### src/rtl/pmc_defs.svh
// Offsets, field positions, reset values and timing counts of the power control block
`ifndef PMC_DEFS_SVH
`define PMC_DEFS_SVH

// Register offsets and endian check pattern
`define PMC_CTRL_OFFSET 8'h84
`define PMC_ENDIAN_OFFSET 8'h64
`define PMC_ENDIAN_PATTERN 32'h1357_9bdf

// Control register fields
`define PMC_STATE_MSB 13
`define PMC_STATE_LSB 12
`define PMC_PHY_RESET_TRIGGER_BIT 10
`define PMC_FRAME_EN_BIT 9
`define PMC_ENERGY_EN_BIT 8
`define PMC_DRIVE_TYPE_BIT 6
`define PMC_CAUSE_FRAME_BIT 5
`define PMC_CAUSE_ENERGY_BIT 4
`define PMC_PULSE_SEL_BIT 3
`define PMC_POLARITY_BIT 2
`define PMC_OUT_EN_BIT 1
`define PMC_READY_BIT 0

// Reset values
`define PMC_STATE_RESET 2'h0
`define PMC_BIT_RESET 1'h0

// Timing
`define PMC_CLK_PERIOD_NS 4
`define PMC_PHY_RESET_TRIGGER_US 100
`define PMC_PHY_RESET_TRIGGER_CYCLES ((`PMC_PHY_RESET_TRIGGER_US * 1000 + `PMC_CLK_PERIOD_NS - 1) / `PMC_CLK_PERIOD_NS)
`define PMC_PULSE_MS 50
`define PMC_PULSE_CYCLES ((`PMC_PULSE_MS * 1000000) / `PMC_CLK_PERIOD_NS)
`define PMC_STABLE_CYCLES 1000
`define PMC_TIMER_W 24

`endif

### src/rtl/pmc_pkg.sv
// Types of the power control block
package pmc_pkg;

  typedef enum logic [1:0] {
    full_power_state   = 2'b00,
    packet_wake_state  = 2'b01,
    energy_wake_state  = 2'b10,
    reserved_state     = 2'b11
  } pmc_state_t;

endpackage

### src/rtl/pmc_cycle_timer.sv
// Down counter that runs a loaded number of cycles and flags the end
`timescale 1ns/100ps
module pmc_cycle_timer #(
  parameter int W = 24
) (
  input wire logic mclk,
  input wire logic rst_n,
  input wire logic start,
  input wire logic [W-1:0] load,
  output logic busy,
  output logic done
);

  logic [W-1:0] count;

  always_ff @(posedge mclk) begin
    if (!rst_n) begin
      count <= '0;
      done <= 1'b0;
    end else if (start) begin
      count <= load;
      done <= 1'b0;
    end else begin
      if (count != '0) begin
        count <= count - 1'b1;
      end
      done <= (count == {{(W-1){1'b0}}, 1'b1});
    end
  end

  assign busy = (count != '0);

endmodule // pmc_cycle_timer

### src/rtl/pmc_top.sv
// Power state control, wake detection and wake output driver
//
// Decided for this implementation: strobed register access.
`timescale 1ns/100ps
`include "pmc_defs.svh"
module pmc_top
  import pmc_pkg::*;
#(
  parameter int unsigned PHY_RESET_CYCLES = `PMC_PHY_RESET_TRIGGER_CYCLES,
  parameter int unsigned PULSE_CYCLES = `PMC_PULSE_CYCLES,
  parameter int unsigned STABLE_CYCLES = `PMC_STABLE_CYCLES
) (
  input wire logic mclk,
  input wire logic rst_n,
  input wire logic [7:0] reg_addr,
  input wire logic [31:0] reg_wdata,
  input wire logic reg_wr,
  input wire logic reg_rd,
  output logic [31:0] reg_rdata,
  input wire logic wake_frame_source,
  input wire logic energy_source,
  output logic wake_event_output,
  output logic wake_event_oe,
  output logic wake_event_interrupt,
  output logic phy_reset_n,
  output logic [1:0] power_state,
  output logic device_ready
);

  ////////////////////////////////////////////////////////////////////////////
  // Declarations

  pmc_state_t state;
  logic ready;
  logic unlocked;
  logic boot_pending;
  logic phy_reset_trigger;
  logic wake_frame_enable;
  logic energy_detect_enable;
  logic wake_output_drive_type;
  logic wake_pulse_select;
  logic wake_output_polarity;
  logic wake_output_enable;
  logic cause_frame;
  logic cause_energy;
  logic level_d;

  logic hit_ctrl;
  logic hit_endian;
  logic reduced;
  logic ctrl_wr;
  logic cause_wr_ok;
  logic endian_wake;
  logic event_wake;
  logic wake_req;
  logic phy_start;
  logic phy_done;
  logic pulse_start;
  logic pulse_busy;
  logic stable_start;
  logic stable_done;
  logic wake_level;
  logic wake_active;
  logic pin_active;
  logic [1:0] wr_state;
  logic [31:0] ctrl_value;
  logic next_cause_frame;
  logic next_cause_energy;

  ////////////////////////////////////////////////////////////////////////////
  // Access decode

  assign hit_ctrl = (reg_addr == `PMC_CTRL_OFFSET);
  assign hit_endian = (reg_addr == `PMC_ENDIAN_OFFSET);
  assign reduced = (state != full_power_state);
  assign wr_state = reg_wdata[`PMC_STATE_MSB:`PMC_STATE_LSB];

  // Control writes need the unlocking read and a ready device
  assign ctrl_wr = reg_wr && hit_ctrl && unlocked && ready;

  // Cause clears only in normal state with ready set
  assign cause_wr_ok = ctrl_wr && !reduced;

  // Any data written to the endian check register wakes the device
  assign endian_wake = reg_wr && hit_endian && reduced;

  // Enabled events wake from the matching reduced state
  assign event_wake = ((state == packet_wake_state) && wake_frame_source && wake_frame_enable)
                   || ((state == energy_wake_state) && energy_source && energy_detect_enable);

  assign wake_req = endian_wake || event_wake;

  ////////////////////////////////////////////////////////////////////////////
  // Read-before-write lock

  always_ff @(posedge mclk) begin
    if (!rst_n) begin
      unlocked <= 1'b0;
    end else if (wake_req) begin
      unlocked <= 1'b0;
    end else if (reg_rd) begin
      unlocked <= 1'b1;
    end
  end

  ////////////////////////////////////////////////////////////////////////////
  // Power state

  always_ff @(posedge mclk) begin
    if (!rst_n) begin
      state <= pmc_state_t'(`PMC_STATE_RESET);
    end else if (wake_req) begin
      state <= full_power_state;
    end else if (ctrl_wr && wr_state != reserved_state) begin
      state <= pmc_state_t'(wr_state);
    end
  end

  ////////////////////////////////////////////////////////////////////////////
  // Ready flag and stabilization

  always_ff @(posedge mclk) begin
    if (!rst_n) begin
      boot_pending <= 1'b1;
    end else begin
      boot_pending <= 1'b0;
    end
  end

  assign stable_start = boot_pending || wake_req;

  pmc_cycle_timer #(
    .W(`PMC_TIMER_W)
  ) u_stable_timer (
    .mclk(mclk),
    .rst_n(rst_n),
    .start(stable_start),
    .load(`PMC_TIMER_W'(STABLE_CYCLES)),
    .busy(),
    .done(stable_done)
  );

  always_ff @(posedge mclk) begin
    if (!rst_n) begin
      ready <= 1'b0;
    end else if (stable_start) begin
      ready <= 1'b0;
    end else if (ctrl_wr && wr_state != reserved_state
                 && wr_state != full_power_state) begin
      ready <= 1'b0;
    end else if (stable_done && !reduced) begin
      ready <= 1'b1;
    end
  end

  ////////////////////////////////////////////////////////////////////////////
  // PHY reset

  // Writes to the bit are dropped while it is high
  assign phy_start = ctrl_wr && reg_wdata[`PMC_PHY_RESET_TRIGGER_BIT] && !phy_reset_trigger;

  pmc_cycle_timer #(
    .W(`PMC_TIMER_W)
  ) u_phy_timer (
    .mclk(mclk),
    .rst_n(rst_n),
    .start(phy_start),
    .load(`PMC_TIMER_W'(PHY_RESET_CYCLES)),
    .busy(),
    .done(phy_done)
  );

  always_ff @(posedge mclk) begin
    if (!rst_n) begin
      phy_reset_trigger <= `PMC_BIT_RESET;
      phy_reset_n <= 1'b1;
    end else if (phy_start) begin
      phy_reset_trigger <= 1'b1;
      phy_reset_n <= 1'b0;
    end else if (phy_done) begin
      phy_reset_trigger <= 1'b0;
      phy_reset_n <= 1'b1;
    end
  end

  ////////////////////////////////////////////////////////////////////////////
  // Configuration bits

  always_ff @(posedge mclk) begin
    if (!rst_n) begin
      wake_frame_enable <= `PMC_BIT_RESET;
      energy_detect_enable <= `PMC_BIT_RESET;
      wake_output_drive_type <= `PMC_BIT_RESET;
      wake_pulse_select <= `PMC_BIT_RESET;
      wake_output_polarity <= `PMC_BIT_RESET;
      wake_output_enable <= `PMC_BIT_RESET;
    end else if (ctrl_wr) begin
      wake_frame_enable <= reg_wdata[`PMC_FRAME_EN_BIT];
      energy_detect_enable <= reg_wdata[`PMC_ENERGY_EN_BIT];
      wake_output_drive_type <= reg_wdata[`PMC_DRIVE_TYPE_BIT];
      wake_pulse_select <= reg_wdata[`PMC_PULSE_SEL_BIT];
      wake_output_polarity <= reg_wdata[`PMC_POLARITY_BIT];
      wake_output_enable <= reg_wdata[`PMC_OUT_EN_BIT];
    end
  end

  ////////////////////////////////////////////////////////////////////////////
  // Wake cause, set wins over clear

  always_comb begin
    next_cause_frame = cause_frame;
    next_cause_energy = cause_energy;
    if (cause_wr_ok && reg_wdata[`PMC_CAUSE_FRAME_BIT] && !wake_frame_source) begin
      next_cause_frame = 1'b0;
    end
    if (cause_wr_ok && reg_wdata[`PMC_CAUSE_ENERGY_BIT] && !energy_source) begin
      next_cause_energy = 1'b0;
    end
    if (wake_frame_source && wake_frame_enable) begin
      next_cause_frame = 1'b1;
    end
    if (energy_source && energy_detect_enable) begin
      next_cause_energy = 1'b1;
    end
  end

  always_ff @(posedge mclk) begin
    if (!rst_n) begin
      cause_frame <= `PMC_BIT_RESET;
      cause_energy <= `PMC_BIT_RESET;
    end else begin
      cause_frame <= next_cause_frame;
      cause_energy <= next_cause_energy;
    end
  end

  ////////////////////////////////////////////////////////////////////////////
  // Wake indication

  // Drops once no cause is left set together with its enable
  assign wake_level = (cause_frame && wake_frame_enable)
                   || (cause_energy && energy_detect_enable);

  always_ff @(posedge mclk) begin
    if (!rst_n) begin
      level_d <= 1'b0;
    end else begin
      level_d <= wake_level;
    end
  end

  assign pulse_start = wake_level && !level_d && wake_pulse_select;

  pmc_cycle_timer #(
    .W(`PMC_TIMER_W)
  ) u_pulse_timer (
    .mclk(mclk),
    .rst_n(rst_n),
    .start(pulse_start),
    .load(`PMC_TIMER_W'(PULSE_CYCLES - 1)),
    .busy(pulse_busy),
    .done()
  );

  // Pulse for the timed window or steady level
  assign wake_active = wake_level
                    && (!wake_pulse_select || pulse_start || pulse_busy);

  assign pin_active = wake_active && wake_output_enable;

  ////////////////////////////////////////////////////////////////////////////
  // Wake pin and interrupt

  always_ff @(posedge mclk) begin
    if (!rst_n) begin
      wake_event_output <= 1'b0;
      wake_event_oe <= 1'b0;
    end else if (wake_output_drive_type) begin
      wake_event_oe <= 1'b1;
      wake_event_output <= wake_output_polarity ? pin_active : !pin_active;
    end else begin
      wake_event_oe <= pin_active;
      wake_event_output <= 1'b0;
    end
  end

  // Interrupt ignores the pin enable
  always_ff @(posedge mclk) begin
    if (!rst_n) begin
      wake_event_interrupt <= 1'b0;
    end else begin
      wake_event_interrupt <= wake_level;
    end
  end

  ////////////////////////////////////////////////////////////////////////////
  // Status outputs

  always_ff @(posedge mclk) begin
    if (!rst_n) begin
      power_state <= `PMC_STATE_RESET;
      device_ready <= 1'b0;
    end else begin
      power_state <= state;
      device_ready <= ready;
    end
  end

  ////////////////////////////////////////////////////////////////////////////
  // Read path

  always_comb begin
    ctrl_value = '0;
    ctrl_value[`PMC_STATE_MSB:`PMC_STATE_LSB] = state;
    ctrl_value[`PMC_PHY_RESET_TRIGGER_BIT] = phy_reset_trigger;
    ctrl_value[`PMC_FRAME_EN_BIT] = wake_frame_enable;
    ctrl_value[`PMC_ENERGY_EN_BIT] = energy_detect_enable;
    ctrl_value[`PMC_DRIVE_TYPE_BIT] = wake_output_drive_type;
    ctrl_value[`PMC_CAUSE_FRAME_BIT] = cause_frame;
    ctrl_value[`PMC_CAUSE_ENERGY_BIT] = cause_energy;
    ctrl_value[`PMC_PULSE_SEL_BIT] = wake_pulse_select;
    ctrl_value[`PMC_POLARITY_BIT] = wake_output_polarity;
    ctrl_value[`PMC_OUT_EN_BIT] = wake_output_enable;
    ctrl_value[`PMC_READY_BIT] = ready;
  end

  always_ff @(posedge mclk) begin
    if (!rst_n) begin
      reg_rdata <= '0;
    end else if (reg_rd && hit_ctrl) begin
      reg_rdata <= ctrl_value;
    end else if (reg_rd && hit_endian && ready) begin
      reg_rdata <= `PMC_ENDIAN_PATTERN;
    end else if (reg_rd) begin
      reg_rdata <= '0;
    end
  end

endmodule // pmc_top

### config.mk
export PLATFORM = sky130hd
export DESIGN_NAME = pmc_top
export DESIGN_NICKNAME = d
export VERILOG_FILES = /design/src/rtl/pmc_pkg.sv /design/src/rtl/pmc_cycle_timer.sv /design/src/rtl/pmc_top.sv
export VERILOG_INCLUDE_DIRS = /design/src /design/src/rtl
export SDC_FILE = /design/constraint.sdc
export NUM_CORES = 1
export LEC_CHECK = 0
export BUFFER_PORTS_ARGS = -buffer_cell sky130_fd_sc_hd__buf_2
export CORE_UTILIZATION = 39
export DETAILED_ROUTE_END_ITERATION = 10
export PLACE_DENSITY = 0.72
export RECOVER_POWER = 100
export SYNTH_ARGS = -nofsm -noshare
export SYNTH_HDL_FRONTEND = slang
export SYNTH_SLANG_ARGS = --single-unit
### constraint.sdc
create_clock -name mclk -period 2.51 [get_ports mclk]
set_clock_uncertainty 0.1 [all_clocks]
set_input_delay 0.6275 -clock mclk [delete_from_list [all_inputs] [get_ports mclk]]
set_output_delay 0.6275 -clock mclk [all_outputs]
set_load 0.03 [all_outputs]
==> impl_metrics.tcl <==
set metrics [dict create \
    finalCritPeriodShare_pct 95.57 \
    synth-seq-area-share_pct 42.46 \
    peakVddDrop_mv 1.079 \
    drive_above_1_share_pct 11.76 \
    synth_cell_types 55 \
    synth.most_common_cell "dfxtp_1" \
    grt_pass1_vias 4055 \
    start_kind "register" \
    gp_congestion 0.8589 \
    cts_sinks 108 \
    place_worst_setup_slack_ps 73.70 \
    hold_viol 0 \
    synth-edff-count 0 \
    rr_worst_depth 5 \
    detail-route-antenna-nets 0 \
    die_h_um 116.3 \
    ys.flop_type "dfxtp_1" \
    cts.clk_slew.worst_paths_ps 70 \
    setup_viol_count_final 0 \
    stdcell_count 819 \
    fp-row-count 41 \
    io_buffers 54 \
    clockBufferDepth 2 \
    critPathCaptureType "register" \
    track_usage_pct 17.78 \
    synth_top_area_cell "dfxtp_1" \
    cp_data_arrival_time_ps 2580 \
    coreArea_um2 12670 \
    r2r-end "u_stable_timer.count[23]" \
    min_period_ps 2399 \
    grt_max_degree 39 \
    max_stage_delay_ps 580 \
    holdWs_ps 373.2 \
    crit_type "register to register" \
    worst_r2r_startpoint "u_stable_timer.count[3]" \
    htreeDepth 3 \
    crit_path_frequent_cell "or4_1" \
    placed_area_um2 5584 \
    cts_made_buffers 9 \
    ys_ff_latch 108 \
    cp_max_fo 7 \
    cts_tree "done" \
    max_freq_ghz 0.4169 \
    die_area_um2 13520 \
    viasPerCell 5.441 \
    syn_area_um2 5092 \
    dr_total_vias 4456 \
    critPathTopFamily "simple AND/OR/NAND/NOR gates" \
    grt_pass1_wl_um 19030 \
    holdPathEnd "u_pulse_timer.count[9]" \
    crit_chain "or4_1 > nor3_1 > nand2_1 > or4_1 > a21oi_1" \
    synthCells 583 \
    leakagePower_nw 2.204 \
    layout_setup_ws_ps 111.2 \
    worstHoldPathType "register to register" \
    final_nets 695 \
    synth_top_area_share_pct 42.46 \
    hold_start "u_pulse_timer.count[9]" \
    required_ps 2690 \
    ctsHoldBuffers 0 \
    synth.area.top_cells "dfxtp_1 (42%), xor2_1 (6.7%), a21oi_1 (6.7%)" \
    ys_top_cells_by_count "dfxtp_1 (108), a21oi_1 (68), nor2_1 (53)" \
    grt_antenna_before_repair 3 \
    drc 0 \
    wl_um 11760 \
    start_util_pct 40.19 \
    io_pins 85 \
    dp_hpwl_um 8375 \
    gr-total-overflow 0 \
    p_per_area_nw_per_um2 1225 \
    cp_slowest_cell "or4_1" \
    synth-async-reset-ratio_pct 0 \
    slew_violations 0 \
    status "finished, final reports clean" \
    firstDrtPassIters 4 \
    tightest_slew_ps 759.3 \
    yosysWarnings 0 \
    synth_area_per_cell_um2 8.735 \
    r2r_slack_ps 110 \
    fin_area_um2 5859 \
    clock_latency_ps 350 \
    cts-root-buf "clkbuf_16" \
    die_w_um 116.3 \
    syn_to_final_growth_pct 15.06 \
    drt_iter0_drc 304 \
    hold_depth 2 \
    startpoint "u_stable_timer.count[3]" \
    maxCapViolations 0 \
    dp_cells 801 \
    worst-path-buf-inv 0 \
    relSlewSlack_pct 49.38 \
    routedWlPerCell_um 14.36 \
]
-- repair_timing --
action,in CTS,in global routing
setup buffers,0,1
gates resized for setup,0,2
setup endpoints to repair,0,9
-- sequential cells by signal, indices dropped and copies added (netlist names), 2 cells and up --
name                  count
state                     2
power_state               2
reg_rdata                13
u_phy_timer.count        24
u_pulse_timer.count      24
u_stable_timer.count     24
-- metrics by stage --
stage / setup TNS (ps) / utilization, % / total power (W)
4_1_cts: 0 / 46.65 / 0.007201
3_3_place_gp: 0 / 44.07 / 0.005457
3_5_place_dp: 0 / 44.07 / 0.005630
5_1_grt: -75.26 / 46.22 / 0.007708
2_1_floorplan: 0 / - / 0.004833
6_report: 0 / 46.24 / 0.007179
-- worst max-delay path by stage --
stage,cells after the start,endpoint,slack [ps]
3_3_place_gp,7,wake_frame_enable,130
2_1_floorplan,6,u_phy_timer.count[11],20
5_1_grt,6,u_stable_timer.count[13],-40
3_5_place_dp,7,energy_detect_enable,70
4_1_cts,6,u_stable_timer.count[3],110
6_report,5,u_stable_timer.count[23],110
-- power by group --
part / internal [W] / switching, W
Clock: 0.000887 / 0.000659
Combinational: 0.00133 / 0.00185
Sequential: 0.00208 / 0.000370
Total: 0.00430 / 0.00288
-- layout by cell type, fill, tap and decap left out, types with 4 or more instances in the layout --
master     instances
ha_1               8
nand4b_1           5
nor2_1            53
clkbuf_1          35
dfxtp_1          108
xnor2_1            5
nor2b_1           13
a21oi_1           68
nor3_1            17
clkbuf_16          9
nand2_1           26
buf_4             19
inv_1              9
o211ai_1          12
or3_1             23
xor2_1            39
nand3_1           15
or4_1             21
nand3b_1           4
buf_2             23
nand4_1           11
nand2b_1           7
o21ai_0           16
nor3b_1            4
a31oi_1            7
o31ai_1           14
conb_1             9
nor4_1            12
-- cell families (layout without fill, tap and decap cells) --
group	count (synthesis)	after routing	share of synthesized area [%]
multiplexers	2	2	0.4177
adder cells (fa/ha/maj)	8	8	1.966
XOR/XNOR	44	44	7.568
flip-flops	108	108	42.46
buffers and inverters	52	107	5.454
AO/OA/AOI/OAI	133	133	15.50
AND/OR/NAND/NOR	235	235	26.56
other	1	10	0.07364
-- cell type report --
class / instances / area [um2]
repair buffers: 81 / 427.9
clock buffers: 10 / 229.0
multi-input cells: 431 / 2688
fillers: 1247 / 6812
diodes: 1 / 2.502
inverters: 10 / 37.54
clock inverters: 6 / 97.59
flip-flops and latches: 108 / 2162
well taps: 172 / 215.2
-- worst min-delay path, stage by stage, from the launching register on --
cell	delay, ps
dfxtp_1	310
o31ai_1	60
a21oi_1	60
-- routing by layer --
metal  routed length [um]  vias up  track usage [%]  share of wire [%]
met4                  146        4            5.897                1.2
li1                     -     2202                -                  -
met5                   23        -                0               0.20
met1                 5324     2124            22.29                 45
met2                 5588      106            29.15                 48
met3                  677       20            5.241                5.8
Note: power is estimated with default switching activity, not from simulation.
